**src/ccs_pkg.sv**
```systemverilog
/*
 * constants and state types shared by both ends of the configuration chain.
 * assumes one 250 MHz clock and an active-low asynchronous reset at each end.
 */
//==============================================================
// What this block does
// RULE_01: host holds chain enable low during test-port load
// RULE_02: chain enable in low starts, output feeds next
// RULE_03: configured device drives chain enable output low
// RULE_04: host configures over test port in chain order
// RULE_05: shared done line releases devices into user together
// RULE_06: host configures every device on shared done lines
// RULE_07: isolated done lines let devices start individually
// RULE_08: test-port load aborts active-serial load
// RULE_09: no decompression on test port; compressed rejected
// RULE_10: test-port only: reconfig high, scheme select low
// RULE_11: active serial drives memory select and data out
// RULE_12: host selects active-serial scheme when combining
// RULE_13: successful test-port load releases done line high
// RULE_14: chain enable input high blocks any load start
`default_nettype none
package ccs_pkg;
	//==============================================================
	// scheme select codes
	localparam logic [3:0] SCHEME_NONE = 4'h0;
	localparam logic [3:0] SCHEME_AS   = 4'h2;
	//==============================================================
	// active serial memory access
	localparam logic [7:0] AS_READ_CMD  = 8'h03;
	localparam logic [7:0] AS_BYTES     = 8'h10;
	localparam int         SCLK_HALF_NS = 12;
	localparam int         CLK_NS       = 4;
	localparam logic [2:0] SCLK_HALF    = 3'((SCLK_HALF_NS + CLK_NS - 1) / CLK_NS);
	localparam int         HDR_COMP_BIT = 0;
	//==============================================================
	// host register map
	localparam logic [7:0] REG_CTRL    = 8'h00;
	localparam logic [7:0] REG_DATA    = 8'h04;
	localparam logic [7:0] REG_STATUS  = 8'h08;
	localparam int         CTRL_RUN    = 0;
	localparam int         CTRL_HOLDCE = 1;
	localparam int         CTRL_MSEL   = 4;
	localparam int         CTRL_START  = 8;
	localparam int         DATA_LAST   = 8;
	localparam logic       RST_RUN     = 1'b0;
	localparam logic       RST_HOLDCE  = 1'b1;
	localparam logic [3:0] RST_MSEL    = 4'h0;
	localparam logic [1:0] RESP_OKAY   = 2'h0;
	localparam logic [1:0] RESP_SLVERR = 2'h2;
	//==============================================================
	typedef enum logic [2:0] {
		ST_RESET, ST_WAIT, ST_AS_CMD, ST_AS_READ, ST_TP_LOAD, ST_RELEASE, ST_USER, ST_ERROR
	} ccs_dev_state_type;
endpackage
`default_nettype wire

```
**src/ccs_chain_if.sv**
```systemverilog
/*
 * pins between a chain device and its download host.
 * assumes pull-ups on done and health; resolved here from the device enables.
 */
`default_nettype none
interface ccs_chain_if;
	logic       reconfig_request_n;
	logic [3:0] scheme_select;
	logic       chain_enable_in_n;
	logic       chain_enable_out_n;
	logic       done_o;
	logic       done_oe_n;
	logic       health_o;
	logic       health_oe_n;
	logic       config_done_line;
	logic       config_health_n;
	logic       tp_start;
	logic       tp_valid;
	logic       tp_ready;
	logic [7:0] tp_data;
	logic       tp_last;

	//==============================================================
	// open-drain resolution with pull-ups
	assign config_done_line = done_oe_n ? 1'b1 : done_o; // RULE_07
	assign config_health_n  = health_oe_n ? 1'b1 : health_o;

	modport dev (
		input  reconfig_request_n, scheme_select, chain_enable_in_n,
		input  config_done_line, config_health_n,
		input  tp_start, tp_valid, tp_data, tp_last,
		output chain_enable_out_n, done_o, done_oe_n, health_o, health_oe_n, tp_ready
	);
	modport host (
		output reconfig_request_n, scheme_select, chain_enable_in_n,
		output tp_start, tp_valid, tp_data, tp_last,
		input  chain_enable_out_n, config_done_line, config_health_n, tp_ready
	);
endinterface
`default_nettype wire

```
**src/ccs_device.sv**
```systemverilog
/*
 * configuration sequencer of one chain device: active serial read or test-port load.
 * assumes the host holds the pins per the chain wiring; pins enter through two flops, except the test-port start and stream pins, used unregistered.
 */
// The implementer's own choices: the placing of the registers and the AXI4-Lite register port.
`default_nettype none
module ccs_device
	import ccs_pkg::*;
(
	input  wire logic       clk_i,
	input  wire logic       resetn_i,
	ccs_chain_if.dev        link,
	input  wire logic       serial_mem_data_in_i,
	output logic            serial_config_clock_o,
	output logic            serial_mem_chip_select_out_o,
	output logic            serial_mem_data_out_o,
	output logic [7:0]      cfg_data_o,
	output logic            cfg_valid_o,
	output logic            user_mode_o,
	output logic            cfg_error_o
);
	//==============================================================
	// state
	typedef struct packed {
		ccs_dev_state_type st;
		logic [1:0]        ce_s;
		logic [1:0]        done_s;
		logic [1:0]        rcfg_s;
		logic [1:0]        d0_s;
		logic [3:0]        msel_m;
		logic [3:0]        msel_s;
		logic [2:0]        div;
		logic              sclk;
		logic              cs_n;
		logic              mosi;
		logic [2:0]        bit_cnt;
		logic [7:0]        cmd_sh;
		logic [7:0]        rx_sh;
		logic [7:0]        byte_cnt;
		logic              first;
		logic              compressed;
		logic [7:0]        data;
		logic              data_valid;
		logic              ceo_n;
		logic              done_oe_n;
		logic              hlth_oe_n;
		logic              user;
	} ccs_dev_reg_type;

	localparam ccs_dev_reg_type DEV_RST = '{
		st: ST_RESET, ce_s: 2'h3, done_s: 2'h0, rcfg_s: 2'h0, d0_s: 2'h0,
		msel_m: 4'h0, msel_s: 4'h0, div: 3'h0, sclk: 1'b0, cs_n: 1'b1,
		mosi: 1'b0, bit_cnt: 3'h0, cmd_sh: 8'h00, rx_sh: 8'h00,
		byte_cnt: 8'h00, first: 1'b1, compressed: 1'b0, data: 8'h00,
		data_valid: 1'b0, ceo_n: 1'b1, done_oe_n: 1'b0, hlth_oe_n: 1'b0,
		user: 1'b0
	};

	ccs_dev_reg_type r;
	ccs_dev_reg_type next_r;
	logic            ce_low;
	logic            rcfg_high;
	logic            tick;
	logic            byte_stb;
	logic [7:0]      byte_in;
	logic            tp_take;

	//==============================================================
	// pin synchronisers
	assign ce_low    = ~r.ce_s[1];
	assign rcfg_high = r.rcfg_s[1];
	assign tick      = (r.div == SCLK_HALF - 3'h1);
	assign tp_take   = (r.st == ST_TP_LOAD) && link.tp_valid;

	always_comb
	begin
		next_r            = r;
		next_r.data_valid = 1'b0;
		byte_stb          = 1'b0;
		byte_in           = 8'h00;
		next_r.ce_s       = {r.ce_s[0], link.chain_enable_in_n};
		next_r.done_s     = {r.done_s[0], link.config_done_line};
		next_r.rcfg_s     = {r.rcfg_s[0], link.reconfig_request_n};
		next_r.d0_s       = {r.d0_s[0], serial_mem_data_in_i};
		next_r.msel_m     = link.scheme_select;
		next_r.msel_s     = r.msel_m;
		next_r.div        = tick ? 3'h0 : r.div + 3'h1;

		if (!rcfg_high)
		begin
			next_r.st        = ST_RESET;
			next_r.cs_n      = 1'b1;
			next_r.sclk      = 1'b0;
			next_r.ceo_n     = 1'b1;
			next_r.done_oe_n = 1'b0;
			next_r.hlth_oe_n = 1'b0;
			next_r.user      = 1'b0;
			next_r.first     = 1'b1;
		end
		else
		begin
			case (r.st)
			ST_RESET:
			begin
				next_r.hlth_oe_n = 1'b1;
				next_r.st        = ST_WAIT;
			end
			ST_WAIT:
			begin
				if (ce_low && link.tp_start) // RULE_14
				begin
					next_r.st    = ST_TP_LOAD;
					next_r.first = 1'b1;
				end
				else if (ce_low && r.msel_s == SCHEME_AS) // RULE_02
				begin
					next_r.st       = ST_AS_CMD;
					next_r.cs_n     = 1'b0; // RULE_11
					next_r.cmd_sh   = AS_READ_CMD;
					next_r.mosi     = AS_READ_CMD[7];
					next_r.bit_cnt  = 3'h0;
					next_r.byte_cnt = 8'h00;
					next_r.first    = 1'b1;
					next_r.div      = 3'h0;
					next_r.sclk     = 1'b0;
				end
			end
			ST_AS_CMD, ST_AS_READ:
			begin
				if (ce_low && link.tp_start) // RULE_08
				begin
					next_r.st    = ST_TP_LOAD;
					next_r.cs_n  = 1'b1;
					next_r.sclk  = 1'b0;
					next_r.first = 1'b1;
				end
				else if (tick)
				begin
					next_r.sclk = ~r.sclk;
					if (!r.sclk)
					begin
						next_r.bit_cnt = r.bit_cnt + 3'h1;
						if (r.st == ST_AS_CMD)
						begin
							if (r.bit_cnt == 3'h7)
								next_r.st = ST_AS_READ;
						end
						else
						begin
							next_r.rx_sh = {r.rx_sh[6:0], r.d0_s[1]};
							if (r.bit_cnt == 3'h7)
							begin
								byte_stb        = 1'b1;
								byte_in         = {r.rx_sh[6:0], r.d0_s[1]};
								next_r.byte_cnt = r.byte_cnt + 8'h01;
								if (r.byte_cnt == AS_BYTES - 8'h01)
								begin
									next_r.st   = ST_RELEASE;
									next_r.cs_n = 1'b1;
								end
							end
						end
					end
					else if (r.st == ST_AS_CMD)
					begin
						next_r.cmd_sh = {r.cmd_sh[6:0], 1'b0};
						next_r.mosi   = r.cmd_sh[6]; // RULE_11
					end
				end
			end
			ST_TP_LOAD:
			begin
				if (tp_take)
				begin
					byte_stb = 1'b1;
					byte_in  = link.tp_data;
					if (link.tp_last)
						next_r.st = ST_RELEASE;
				end
			end
			ST_RELEASE:
			begin
				next_r.sclk      = 1'b0;
				next_r.done_oe_n = 1'b1; // RULE_13
				next_r.ceo_n     = 1'b0; // RULE_03
				if (r.done_s[1]) // RULE_05
				begin
					next_r.st   = ST_USER;
					next_r.user = 1'b1;
				end
			end
			ST_USER, ST_ERROR:
			begin
				next_r.st = r.st;
			end
			default:
			begin
				next_r.st = ST_RESET;
			end
			endcase

			//==============================================================
			// header byte carries the compression flag
			if (byte_stb)
			begin
				if (r.first)
				begin
					next_r.first      = 1'b0;
					next_r.compressed = byte_in[HDR_COMP_BIT];
					if (r.st == ST_TP_LOAD && byte_in[HDR_COMP_BIT]) // RULE_09
					begin
						next_r.st        = ST_ERROR;
						next_r.hlth_oe_n = 1'b0;
					end
				end
				else
				begin
					next_r.data       = byte_in;
					next_r.data_valid = 1'b1;
				end
			end
		end
	end

	always_ff @(posedge clk_i or negedge resetn_i)
	begin
		if (!resetn_i)
			r <= DEV_RST;
		else
			r <= next_r;
	end

	//==============================================================
	// outputs
	assign link.tp_ready                = (r.st == ST_TP_LOAD);
	assign link.chain_enable_out_n      = r.ceo_n;
	assign link.done_o                  = 1'b0;
	assign link.done_oe_n               = r.done_oe_n;
	assign link.health_o                = 1'b0;
	assign link.health_oe_n             = r.hlth_oe_n;
	assign serial_config_clock_o        = r.sclk;
	assign serial_mem_chip_select_out_o = r.cs_n;
	assign serial_mem_data_out_o        = r.mosi;
	assign cfg_data_o                   = r.data;
	assign cfg_valid_o                  = r.data_valid;
	assign user_mode_o                  = r.user;
	assign cfg_error_o                  = (r.st == ST_ERROR);
endmodule
`default_nettype wire

```
**src/flat_wrapper.sv**
```systemverilog
// flat-port wrapper written by rule: the top's interface ports become plain ports
module ccs_device_flat import ccs_pkg::*;
  (clk_i, resetn_i, serial_mem_data_in_i, serial_config_clock_o, serial_mem_chip_select_out_o, serial_mem_data_out_o, cfg_data_o, cfg_valid_o, user_mode_o, cfg_error_o, link_reconfig_request_n, link_scheme_select, link_chain_enable_in_n, link_tp_start, link_tp_valid, link_tp_data, link_tp_last, link_chain_enable_out_n, link_done_o, link_done_oe_n, link_health_o, link_health_oe_n, link_tp_ready);
  ccs_chain_if link_i ();
  input  wire logic clk_i;
  input  wire logic resetn_i;
  input  wire logic serial_mem_data_in_i;
  output logic serial_config_clock_o;
  output logic serial_mem_chip_select_out_o;
  output logic serial_mem_data_out_o;
  output logic [7:0] cfg_data_o;
  output logic cfg_valid_o;
  output logic user_mode_o;
  output logic cfg_error_o;
  input wire logic [$bits(link_i.reconfig_request_n)-1:0] link_reconfig_request_n;
  input wire logic [$bits(link_i.scheme_select)-1:0] link_scheme_select;
  input wire logic [$bits(link_i.chain_enable_in_n)-1:0] link_chain_enable_in_n;
  input wire logic [$bits(link_i.tp_start)-1:0] link_tp_start;
  input wire logic [$bits(link_i.tp_valid)-1:0] link_tp_valid;
  input wire logic [$bits(link_i.tp_data)-1:0] link_tp_data;
  input wire logic [$bits(link_i.tp_last)-1:0] link_tp_last;
  output wire logic [$bits(link_i.chain_enable_out_n)-1:0] link_chain_enable_out_n;
  output wire logic [$bits(link_i.done_o)-1:0] link_done_o;
  output wire logic [$bits(link_i.done_oe_n)-1:0] link_done_oe_n;
  output wire logic [$bits(link_i.health_o)-1:0] link_health_o;
  output wire logic [$bits(link_i.health_oe_n)-1:0] link_health_oe_n;
  output wire logic [$bits(link_i.tp_ready)-1:0] link_tp_ready;
  assign link_i.reconfig_request_n = link_reconfig_request_n;
  assign link_i.scheme_select = link_scheme_select;
  assign link_i.chain_enable_in_n = link_chain_enable_in_n;
  assign link_i.tp_start = link_tp_start;
  assign link_i.tp_valid = link_tp_valid;
  assign link_i.tp_data = link_tp_data;
  assign link_i.tp_last = link_tp_last;
  assign link_chain_enable_out_n = link_i.chain_enable_out_n;
  assign link_done_o = link_i.done_o;
  assign link_done_oe_n = link_i.done_oe_n;
  assign link_health_o = link_i.health_o;
  assign link_health_oe_n = link_i.health_oe_n;
  assign link_tp_ready = link_i.tp_ready;
  ccs_device u_core (.clk_i(clk_i), .resetn_i(resetn_i), .link(link_i), .serial_mem_data_in_i(serial_mem_data_in_i), .serial_config_clock_o(serial_config_clock_o), .serial_mem_chip_select_out_o(serial_mem_chip_select_out_o), .serial_mem_data_out_o(serial_mem_data_out_o), .cfg_data_o(cfg_data_o), .cfg_valid_o(cfg_valid_o), .user_mode_o(user_mode_o), .cfg_error_o(cfg_error_o));
endmodule
```
**config.mk**
```make
export PLATFORM = sky130hd
export DESIGN_NAME = ccs_device_flat
export DESIGN_NICKNAME = d
export VERILOG_FILES = /design/src/ccs_pkg.sv /design/src/ccs_chain_if.sv /design/src/ccs_device.sv /design/src/flat_wrapper.sv
export SDC_FILE = /design/constraint.sdc
export NUM_CORES = 1
export LEC_CHECK = 0
export BUFFER_PORTS_ARGS = -buffer_cell sky130_fd_sc_hd__buf_2
export CAP_MARGIN = 40
export CORE_MARGIN = 2
export CORE_UTILIZATION = 45
export CTS_BUF_LIST = sky130_fd_sc_hd__clkbuf_8 sky130_fd_sc_hd__clkbuf_16
export CTS_CLUSTER_DIAMETER = 120
export DETAILED_ROUTE_END_ITERATION = 8
export PLACE_DENSITY = 0.69
export REMOVE_ABC_BUFFERS = 1
export SLEW_MARGIN = 15
export SYNTH_ARGS = -nofsm -noshare
export SYNTH_HDL_FRONTEND = slang
export SYNTH_SLANG_ARGS = --single-unit
```
**constraint.sdc**
```tcl
create_clock -name clk_i -period 1.91 [get_ports clk_i]
set_input_delay 0.0955 -clock clk_i [delete_from_list [all_inputs] [get_ports clk_i]]
set_output_delay 0.0955 -clock clk_i [all_outputs]
set_load 0.05 [all_outputs]
```
==> results.sh, run 1 <==
export IMPL_outcome="finished, violations left"
export IMPL_violated_checks="setup timing"
export IMPL_grt_first_pass_wirelength_mm=10.8
export IMPL_finish_net_count=356
export IMPL_synth_cell_types=56
export IMPL_timing_critical_path_slowest_cell_delay_ns=0.55
export IMPL_netlist_instances=262
export IMPL_first_pass_iters=6
export IMPL_totalWireLength_mm=6.40
export IMPL_timing_final_ws_setup_ns=-0.0439
export IMPL_maxSlewHeadroom_pct=63.5
export IMPL_antenna_found_initial=0
export IMPL_final_hold_viol_count=0
export IMPL_first_global_vias=2265
export IMPL_worstSetupPathType="flop to flop"
export IMPL_timing_clock_skew_ns=0.0163
export IMPL_path_category_of_the_worst_min_delay_check="input pin to flop"
export IMPL_diodes=0
export IMPL_hold_slack_ns=0.0897
export IMPL_area_delta_synth_final_pct=26.5
export IMPL_post_route_util_pct=59.4
export IMPL_grt_start_max_net_pins=39
export IMPL_peak_freq_mhz=512
export IMPL_row_count=29
export IMPL_wl_per_cell_um=15.4
export IMPL_start_util_pct=47.0
export IMPL_drt_initial_drc_count=187
export IMPL_cp_cell_sequence="or4b_4 -> o31a_1 -> or3_4 -> mux2_4"
export IMPL_maxCapViolCount=0
export IMPL_finalPower_uw=3450
export IMPL_drt_drc_violations_left=0
export IMPL_total_core_area_um2=6420
export IMPL_gr_total_overflow=0
export IMPL_synth_seq_area_share_pct=53.3
export IMPL_portBuffers=37
export IMPL_synth_ff_latch_count=64
export IMPL_htree_levels=3
export IMPL_synth_edf_count=0
export IMPL_grt_setup_unrepaired="yes"
export IMPL_setup_worst_path_end_class="flop"
export IMPL_cpMaxStageDelayCell="sky130_fd_sc_hd__or4b_4"
export IMPL_track_usage_pct=18.9
export IMPL_cts_inserted_buffers=9
export IMPL_leakage_uw=0.00178
export IMPL_io_pin_count=40
export IMPL_max_vdd_ir_drop_mv=0.574
export IMPL_cts_max_path_buffers=2
export IMPL_crit_family="simple AND/OR/NAND/NOR gates"
export IMPL_tritoncts="done"
export IMPL_num_fill_cells=525
export IMPL_clk_pin_slew_worst_paths_ns=0.08
export IMPL_crit_path_max_fanout=4
export IMPL_clock_root_buffer="sky130_fd_sc_hd__clkbuf_8"
export IMPL_gpl_final_weighted_congestion=0.821
export IMPL_area_sequential_um2=1610
export IMPL_multi_input_area_um2=1300
export IMPL_dp_cells=390
export IMPL_power_per_cell_area_nw_per_um2=903
export IMPL_clock_sinks=64
export IMPL_die_h_um=85.9
export IMPL_finalWorstPathRequiredPeriod_ns=1.95
export IMPL_timing_worst_slew_pin_value_ns=0.547
export IMPL_yosysWarningCount=0
export IMPL_timing_critical_path_arrival_ns=2.17
export IMPL_stdcell_count=415
export IMPL_clkLatencyLatePin_ns=0.34
export IMPL_finalMaxSlewViolations=0
export IMPL_via_density=5.54
export IMPL_dp_hpwl_mm=4.48
export IMPL_syn_mean_instance_area_um2=11.5
export IMPL_cp_required_ns=2.13
export IMPL_timing_critical_path_from_type="flop"
export IMPL_remaining_antenna_violation_count=0
export IMPL_die_width_um=85.9
export IMPL_die_area_um2=7380
export IMPL_via_count=2301
export IMPL_netlist_area_um2=3020
export IMPL_layout_cell_share_with_drive_strength_beyond_1_pct=37.3
export IMPL_ys_dominant_reg_cell="sky130_fd_sc_hd__dfrtp_1"
export IMPL_setup_tns_ns=-0.0573
export IMPL_synth_async_reset_ratio_pct=100
export IMPL_final_period_utilization_pct=102
export IMPL_path_buf_inv=0
export IMPL_report_final_setup_viol=3
-- final timing paths --
path | startpoint | end | slack (ns) | cells after the start
hold reg to reg | u_core.next_r[57] | u_core.r[57] | 0.35 | 0
hold / removal | link_tp_start | u_core.r[46] | 0.09 | 3
max in group asynchronous | resetn_i | u_core.r[63] | 1.20 | 3
min in group asynchronous | resetn_i | u_core.r[46] | 0.30 | 3
setup / recovery | u_core.r[63] | u_core.r[39] | -0.04 | 4
setup reg to reg | u_core.r[63] | u_core.r[39] | -0.04 | 4
-- kinds of logic (layout without fill, tap and decap cells) --
family                     after synthesis  in the layout  synth area share, %
other                                    1              2                0.124
AOI/OAI and AO/OA                       52             52                 13.8
muxes                                   25             25                 9.16
DFF                                     64             64                 53.3
and+or+nand+nor                         84             84                 16.7
adders and majority gates                3              3                 1.24
buffers and inverters                   32            107                 5.43
xor gates and xnor gates                 1              1                0.290
-- worst min-delay path: cells and delay by family --
family                 cells  cell delay (ns)
and+or+nand+nor            2             0.18
buffers and inverters      1             0.12
-- area by class of cell --
cell class              instances  area share [%]
well taps                      77            2.52
multi-input cells             167            34.0
repair buffers                 78            14.2
clock buffers                  10            3.61
clock inverters                 6            2.23
inverters                      13            1.28
flip-flops and latches         64            42.1
-- power breakdown --
group | leakage (uW) | switching [uW] | internal (uW)
combinational | 0.000851 | 326 | 265
sequential | 0.000814 | 80.0 | 1490
clock | 0.000114 | 520 | 765
-- state kept, by name (all words and copies together) (netlist names) --
name	count
u_core.r	40
u_core.cfg_valid_o	1
u_core.serial_config_clock_o	1
u_core.serial_mem_data_out_o	1
u_core.cfg_data_o	8
u_core.next_r	8
u_core.user_mode_o	1
u_core.serial_mem_chip_select_out_o	1
u_core.link.done_oe_n	1
u_core.link.chain_enable_out_n	1
u_core.link.health_oe_n	1
-- synth_stat cells, types with 2 or more instances --
library cell | instances | area (um^2)
sky130_fd_sc_hd__o31a_1 | 2 | 17.5
sky130_fd_sc_hd__nor4_4 | 2 | 42.5
sky130_fd_sc_hd__mux2_2 | 17 | 191
sky130_fd_sc_hd__a32o_1 | 14 | 140
sky130_fd_sc_hd__buf_4 | 11 | 82.6
sky130_fd_sc_hd__o21ai_0 | 5 | 25.0
sky130_fd_sc_hd__dfstp_2 | 5 | 131
sky130_fd_sc_hd__ha_1 | 3 | 37.5
sky130_fd_sc_hd__mux2i_1 | 7 | 70.1
sky130_fd_sc_hd__a21oi_1 | 5 | 25.0
sky130_fd_sc_hd__and4b_1 | 2 | 20.0
sky130_fd_sc_hd__inv_1 | 13 | 48.8
sky130_fd_sc_hd__nand2_1 | 25 | 93.8
sky130_fd_sc_hd__nand2b_1 | 2 | 12.5
sky130_fd_sc_hd__a211o_1 | 2 | 17.5
sky130_fd_sc_hd__nor4bb_1 | 2 | 20.0
sky130_fd_sc_hd__nand3_1 | 4 | 20.0
sky130_fd_sc_hd__nor3_1 | 10 | 50.1
sky130_fd_sc_hd__nor2b_1 | 4 | 25.0
sky130_fd_sc_hd__buf_2 | 2 | 10.0
sky130_fd_sc_hd__nor4_1 | 3 | 18.8
sky130_fd_sc_hd__o211a_1 | 2 | 20.0
sky130_fd_sc_hd__clkbuf_1 | 6 | 22.5
sky130_fd_sc_hd__dfrtp_1 | 59 | 1480
sky130_fd_sc_hd__or4b_4 | 2 | 27.5
sky130_fd_sc_hd__o2bb2ai_1 | 2 | 17.5
sky130_fd_sc_hd__a22o_1 | 2 | 17.5
sky130_fd_sc_hd__nor2_1 | 14 | 52.6
sky130_fd_sc_hd__nor3b_1 | 2 | 15.0
sky130_fd_sc_hd__o22ai_1 | 4 | 25.0
sky130_fd_sc_hd__a31oi_1 | 4 | 25.0
-- metrics by stage --
step,worst slack [ns],area (um^2)
after floorplan,-0.533,2910
after global placement,-0.0562,3460
after detailed placement,-0.0961,3460
after CTS,-0.0901,3790
after global routing,-0.102,3820
final,-0.0439,3820
-- cells in the final DEF (no fill, tap or decap), types with 4 or more instances in the layout --
cell                             n
sky130_fd_sc_hd__mux2_2         16
sky130_fd_sc_hd__o22ai_1         4
sky130_fd_sc_hd__dfstp_2         5
sky130_fd_sc_hd__a21oi_1         5
sky130_fd_sc_hd__nand2_1        24
sky130_fd_sc_hd__buf_4          30
sky130_fd_sc_hd__dfrtp_1        59
sky130_fd_sc_hd__a31oi_1         4
sky130_fd_sc_hd__mux2i_1         7
sky130_fd_sc_hd__dlygate4sd3_1   8
sky130_fd_sc_hd__o21ai_0         4
sky130_fd_sc_hd__clkbuf_8       10
sky130_fd_sc_hd__a32o_1         14
sky130_fd_sc_hd__inv_1          14
sky130_fd_sc_hd__nor2_1         14
sky130_fd_sc_hd__nor2b_1         4
sky130_fd_sc_hd__nor3_1         10
sky130_fd_sc_hd__nand3_1         4
sky130_fd_sc_hd__buf_2          37
-- routing by layer --
layer | up-vias | routed length, um | share of wire [%] | GRT usage [%]
li1 | 1098 | - | - | -
met1 | 1123 | 2920 | 46 | 26.3
met2 | 72 | 3040 | 47 | 27.8
met3 | 8 | 368 | 5.8 | 5.58
met4 | 0 | 67 | 1.0 | 7.94
met5 | - | 0 | 0 | 0
-- timing repair --
action | CTS | global route
setup buffers | 1 | 0
endpoints found under the hold margin | 66 | 0
resized for setup | 6 | 6
pin swaps | 7 | 4
hold buffers | 8 | 0
endpoints found under the setup margin | 23 | 29
(Power assumes the default switching activity.)
==> inputs of run 2 (changes only) <==
SETUP_SLACK_MARGIN = 0.3   (was unset)
==> run 2 against run 1 <==
Net effect: the flow finishes with violations (DRC, setup timing); register-to-register slack is essentially flat; design area increased by 9.8%; sequential power about the same; non-clock buffer count rose by 13; clock power hardly changed; critical path depth stayed put; critical path type unchanged; highest routed layer unchanged.
==> results.sh, run 2 (synthesis results as in run 1) <==
export IMPL_clock_root_buffer="sky130_fd_sc_hd__clkbuf_8"
export IMPL_area_delta_synth_final_pct=38.8
export IMPL_violated_checks="DRC, setup timing"
export IMPL_sw_frac_of_total_pct=27.5
export IMPL_first_global_vias=2433
export IMPL_max_vdd_ir_drop_mv=0.618
export IMPL_diodes=0
export IMPL_start_util_pct=47.0
export IMPL_final_hold_viol_count=0
export IMPL_fin_area_um2=4190
export IMPL_track_usage_pct=20.6
export IMPL_largest_register_ff_count=40
export IMPL_setup_worst_path_end_class="flop"
export IMPL_clk_pin_slew_worst_paths_ns=0.08
export IMPL_highest_count_cells_in_the_layout_ignoring_fill_and_taps="59 x sky130_fd_sc_hd__dfrtp_1, 35 x sky130_fd_sc_hd__buf_2, 32 x sky130_fd_sc_hd__buf_4, 22 x sky130_fd_sc_hd__nand2_1, 17 x sky130_fd_sc_hd__mux2_4"
export IMPL_row_count=29
export IMPL_antenna_found_initial=0
export IMPL_timing_critical_path_from_type="flop"
export IMPL_clock_power_share_pct=35.9
export IMPL_die_area_um2=7380
export IMPL_totalWireLength_mm=7.17
export IMPL_outcome="finished, violations left"
export IMPL_leakage_uw=0.00196
export IMPL_final_period_utilization_pct=102
export IMPL_via_density=5.64
export IMPL_net_switching_power_uw=993
export IMPL_finalWorstPathRequiredPeriod_ns=1.94
export IMPL_drt_drc_violations_left=1
export IMPL_cp_required_ns=2.14
export IMPL_top_register="u_core.r"
export IMPL_setup_tns_ns=-0.0305
export IMPL_die_h_um=85.9
export IMPL_most_common_cell_after_layout_fill_and_taps_aside="sky130_fd_sc_hd__dfrtp_1"
export IMPL_tritoncts="done"
export IMPL_grt_setup_unrepaired="yes"
export IMPL_setup_reg_to_reg_worst_slack_ns=-0.03
export IMPL_via_count=2413
export IMPL_total_core_area_um2=6420
export IMPL_internal_pwr_total_uw=2620
export IMPL_gr_total_overflow=0
export IMPL_gpl_final_weighted_congestion=0.821
export IMPL_cts_max_path_buffers=2
export IMPL_die_width_um=85.9
export IMPL_finalPower_uw=3610
export IMPL_dp_hpwl_mm=4.48
export IMPL_layout_cell_share_with_drive_strength_beyond_1_pct=44.2
export IMPL_io_pin_count=40
export IMPL_drt_initial_drc_count=151
export IMPL_clock_sinks=64
export IMPL_htree_levels=3
export IMPL_comb_power_share_pct=20.4
export IMPL_cpMaxStageDelayCell="sky130_fd_sc_hd__or4b_4"
export IMPL_timing_clock_skew_ns=0.0153
export IMPL_finalMaxSlewViolations=0
export IMPL_grt_first_pass_wirelength_mm=11.7
export IMPL_cp_cell_sequence="or4b_4 -> o31a_1 -> or3_4 -> mux2_4"
export IMPL_crit_path_max_fanout=3
export IMPL_wl_per_cell_um=16.8
export IMPL_path_category_of_the_worst_min_delay_check="input pin to flop"
export IMPL_timing_critical_path_slowest_cell_delay_ns=0.55
export IMPL_clkLatencyLatePin_ns=0.35
export IMPL_grt_start_max_net_pins=39
export IMPL_peak_freq_mhz=515
export IMPL_report_final_setup_viol=1
export IMPL_worstSetupPathType="flop to flop"
export IMPL_p_seq_share_pct=43.7
export IMPL_power_per_cell_area_nw_per_um2=863
export IMPL_placement_cell_area_um2=3460
export IMPL_finish_net_count=369
export IMPL_remaining_antenna_violation_count=0
export IMPL_first_pass_iters=6
export IMPL_cts_inserted_buffers=9
export IMPL_timing_critical_path_arrival_ns=2.17
export IMPL_timing_final_ws_setup_ns=-0.0305
export IMPL_portBuffers=37
export IMPL_maxCapViolCount=0
## run 2: cell count changes in the layout (fill, tap and decap cells not counted), moves of 2 or more
cell	before	now
sky130_fd_sc_hd__buf_2	37	35
sky130_fd_sc_hd__buf_4	30	32
sky130_fd_sc_hd__buf_6	1	11
sky130_fd_sc_hd__mux2_2	16	1
sky130_fd_sc_hd__mux2_4	2	17
sky130_fd_sc_hd__nand2_1	24	22
sky130_fd_sc_hd__nand2_4	0	2
sky130_fd_sc_hd__nor3_1	10	6
sky130_fd_sc_hd__nor3_4	1	4
## run 2: through the flow
stage                     setup WS [ns]  std cells  utilization (%)  hold slack [ns]
final                           -0.0305        428             65.2           0.0861
after floorplan                  -0.533        244                -           -0.200
after global routing            -0.0885        428             65.2           0.0842
after global placement          -0.0562        390             53.9            0.123
after detailed placement        -0.0961        390             53.9            0.133
after CTS                       -0.0795        424             63.7           0.0638
## run 2: power by group through the flow
stage	sequential, uW	combinational, uW	clock [uW]
final	1580	738	1300
after global routing	1600	793	1390
after CTS	1580	706	1330
after detailed placement	1590	546	0
after global placement	1590	532	0
after floorplan	1660	246	0
## run 2: path summary, 6_finish.rpt
kind	startpoint	end	depth (start not counted)
worst max-delay path	u_core.r[51]	u_core.r[39]	4
worst min-delay path	link_tp_start	u_core.r[47]	3
worst max register to register	u_core.r[51]	u_core.r[39]	4
worst min register to register	u_core.next_r[57]	u_core.r[57]	0
max in group asynchronous	resetn_i	u_core.r[63]	3
min in group asynchronous	resetn_i	u_core.r[46]	3
## run 2: worst max-delay path, delay by kind of cell, from the launching register on
kind | cells | cell delay [ns]
compound gates | 1 | 0.30
mux | 1 | 0.26
flops | 1 | 0.36
simple gates | 2 | 0.90
## run 2: repair_timing
action / in CTS / in global routing
setup buffers: 8 / 3
gates resized for setup: 52 / 17
gates cloned: 2 / 1
hold buffers: 8 / 0
hold endpoints to repair: 66 / 0
pin swaps: 29 / 15
setup endpoints to repair: 44 / 46
## run 2: metal layers
metal,wire length [um],vias to the layer above,global-route usage (%)
met3,375,15,5.97
met5,0,-,0
li1,-,1128,-
met1,3150,1195,27.7
met4,138,0,9.96
met2,3500,75,30.7
## run 2: area by class of cell
type | instances | area, um^2
multi-input cells | 167 | 1490
inverters | 13 | 48.8
clock inverters | 6 | 85.1
well taps | 77 | 96.3
clock buffers | 10 | 138
flip-flops and latches | 64 | 1610
fillers | 459 | 2230
repair buffers | 91 | 723
==> inputs of run 3 (changes only) <==
CORE_MARGIN = 5   (was 2)
SETUP_SLACK_MARGIN = 0.5   (was 0.3)
==> run 3 against run 2 <==
Net effect: the run ends with setup timing left; cell count grew 4.4%; non-clock buffer count grew 18; sequential power is essentially flat; sequential cell count is the same; setup slack lost 0.047 ns; clock skew shrank 0.0011 ns; first-iteration DRC count grew 84%; utilization grew 3.1 points; critical path type unchanged; fmax shrank 2.3%; total power shrank 1.6%; highest routed layer unchanged.
==> results.sh, run 3 (synthesis results as in run 1) <==
export IMPL_outcome="finished, violations left"
export IMPL_violated_checks="setup timing"
export IMPL_timing_clock_skew_ns=0.0142
export IMPL_gr_total_overflow=0
export IMPL_timing_critical_path_slowest_cell_delay_ns=0.54
export IMPL_clk_pin_slew_worst_paths_ns=0.08
export IMPL_timing_critical_path_arrival_ns=2.26
export IMPL_cp_cell_sequence="or4b_4 -> o31a_1 -> nor3_4 -> buf_6 -> mux2i_2"
export IMPL_peak_freq_mhz=503
export IMPL_largest_register_ff_count=40
export IMPL_report_final_setup_viol=18
export IMPL_track_usage_pct=19.7
export IMPL_io_pin_count=40
export IMPL_leakage_uw=0.00206
export IMPL_grt_start_max_net_pins=38
export IMPL_path_category_of_the_worst_min_delay_check="input pin to flop"
export IMPL_cpMaxStageDelayCell="sky130_fd_sc_hd__or4b_4"
export IMPL_portBuffers=37
export IMPL_timing_final_ws_setup_ns=-0.0771
export IMPL_cts_max_path_buffers=2
export IMPL_total_core_area_um2=6420
export IMPL_cts_inserted_buffers=9
export IMPL_die_area_um2=8440
export IMPL_start_util_pct=47.0
export IMPL_max_vdd_ir_drop_mv=0.487
export IMPL_totalWireLength_mm=8.55
export IMPL_timing_critical_path_from_type="flop"
export IMPL_antenna_found_initial=0
export IMPL_drt_drc_violations_left=0
export IMPL_drt_initial_drc_count=278
export IMPL_die_width_um=91.9
export IMPL_fin_area_um2=4390
export IMPL_dp_hpwl_mm=4.60
export IMPL_grt_first_pass_wirelength_mm=13.1
export IMPL_setup_worst_path_end_class="flop"
export IMPL_gpl_final_weighted_congestion=0.918
export IMPL_detailedPlace_worstSlack_ns=-0.118
export IMPL_tritoncts="done"
export IMPL_placement_cell_area_um2=3420
export IMPL_finish_net_count=388
export IMPL_htree_levels=3
export IMPL_post_route_util_pct=68.3
export IMPL_power_per_cell_area_nw_per_um2=810
export IMPL_wl_per_cell_um=19.1
export IMPL_final_hold_viol_count=0
export IMPL_die_h_um=91.9
export IMPL_clock_sinks=64
export IMPL_remaining_antenna_violation_count=0
export IMPL_area_delta_synth_final_pct=45.4
export IMPL_clock_root_buffer="sky130_fd_sc_hd__clkbuf_8"
export IMPL_worstSetupPathType="flop to flop"
export IMPL_clkLatencyLatePin_ns=0.35
export IMPL_row_count=29
export IMPL_finalWorstPathRequiredPeriod_ns=1.99
export IMPL_crit_family="simple AND/OR/NAND/NOR gates"
export IMPL_crit_path_max_fanout=7
export IMPL_via_count=2619
export IMPL_first_pass_iters=9
export IMPL_final_period_utilization_pct=104
export IMPL_first_global_vias=2583
export IMPL_top_register="u_core.r"
export IMPL_diodes=0
export IMPL_grt_setup_unrepaired="yes"
export IMPL_finalMaxSlewViolations=0
export IMPL_path_buf_inv=1
export IMPL_num_fill_cells=417
export IMPL_via_density=5.86
export IMPL_maxCapViolCount=0
export IMPL_most_common_cell_after_layout_fill_and_taps_aside="sky130_fd_sc_hd__dfrtp_1"
export IMPL_highest_count_cells_in_the_layout_ignoring_fill_and_taps="59 x sky130_fd_sc_hd__dfrtp_1, 37 x sky130_fd_sc_hd__buf_4, 35 x sky130_fd_sc_hd__buf_2, 26 x sky130_fd_sc_hd__buf_6, 22 x sky130_fd_sc_hd__nand2_1"
export IMPL_layout_cell_share_with_drive_strength_beyond_1_pct=48.4
export IMPL_cp_required_ns=2.18
## run 3: timing repair
item / CTS / global route
hold buffers: 8 / 0
setup buffers: 22 / 11
gates resized for setup: 79 / 17
endpoints found under the hold margin: 66 / 0
setup endpoints to repair: 47 / 47
gates cloned: 3 / 0
pin swaps: 21 / 11
## run 3: path summary, 6_finish.rpt
path / slack (ns) / to / cells past startpoint / startpoint
min in group asynchronous: 0.27 / u_core.r[22] / 3 / resetn_i
worst max register to register: -0.08 / u_core.r[32] / 5 / u_core.r[51]
max in group asynchronous: 1.23 / u_core.r[14] / 3 / resetn_i
worst min register to register: 0.35 / u_core.r[57] / 0 / u_core.next_r[57]
worst max-delay path: -0.08 / u_core.r[32] / 5 / u_core.r[51]
worst min-delay path: 0.1 / u_core.cfg_data_o[7] / 3 / link_tp_data[7]
## run 3: power breakdown
part / total [uW] / switching, uW / internal, uW
sequential: 1570 / 83.8 / 1490
combinational: 792 / 409 / 383
clock: 1190 / 576 / 616
## run 3: layer usage
layer	wire length, um	track usage, %	up-vias	share of wire [%]
met3	583	6.63	30	6.8
li1	-	-	1168	-
met2	4170	30.8	131	49
met1	3510	25.4	1290	41
met4	286	7.30	0	3.3
met5	0	0	-	0
## run 3: metrics by stage
step / hold WS (ns) / power (uW) / cells / TNS (ns)
after detailed placement: 0.127 / 2140 / 387 / -0.905
after floorplan: -0.200 / 1910 / 244 / -7.86
after CTS: 0.0930 / 3480 / 436 / -0.0770
final: 0.0999 / 3560 / 447 / -0.501
after global placement: 0.125 / 2120 / 387 / -0.400
after global routing: 0.0852 / 3730 / 447 / -2.03
## run 3: worst reg2reg max path: stages, from the launching register on
cell and delay [ns]:
sky130_fd_sc_hd__dfrtp_1 0.37, sky130_fd_sc_hd__or4b_4 0.54, sky130_fd_sc_hd__o31a_1 0.30, sky130_fd_sc_hd__nor3_4 0.30
sky130_fd_sc_hd__buf_6 0.20, sky130_fd_sc_hd__mux2i_2 0.22
## run 3: final cells by class
class / count / area (um^2) / share of cell area [%]
Sequential cell: 64 / 1610 / 36.6
Multi-Input combinational cell: 168 / 1550 / 35.2
Inverter: 13 / 53.8 / 1.23
Clock buffer: 9 / 124 / 2.82
Tap cell: 77 / 96.3 / 2.19
Clock inverter: 7 / 77.6 / 1.77
Timing Repair Buffer: 109 / 885 / 20.2
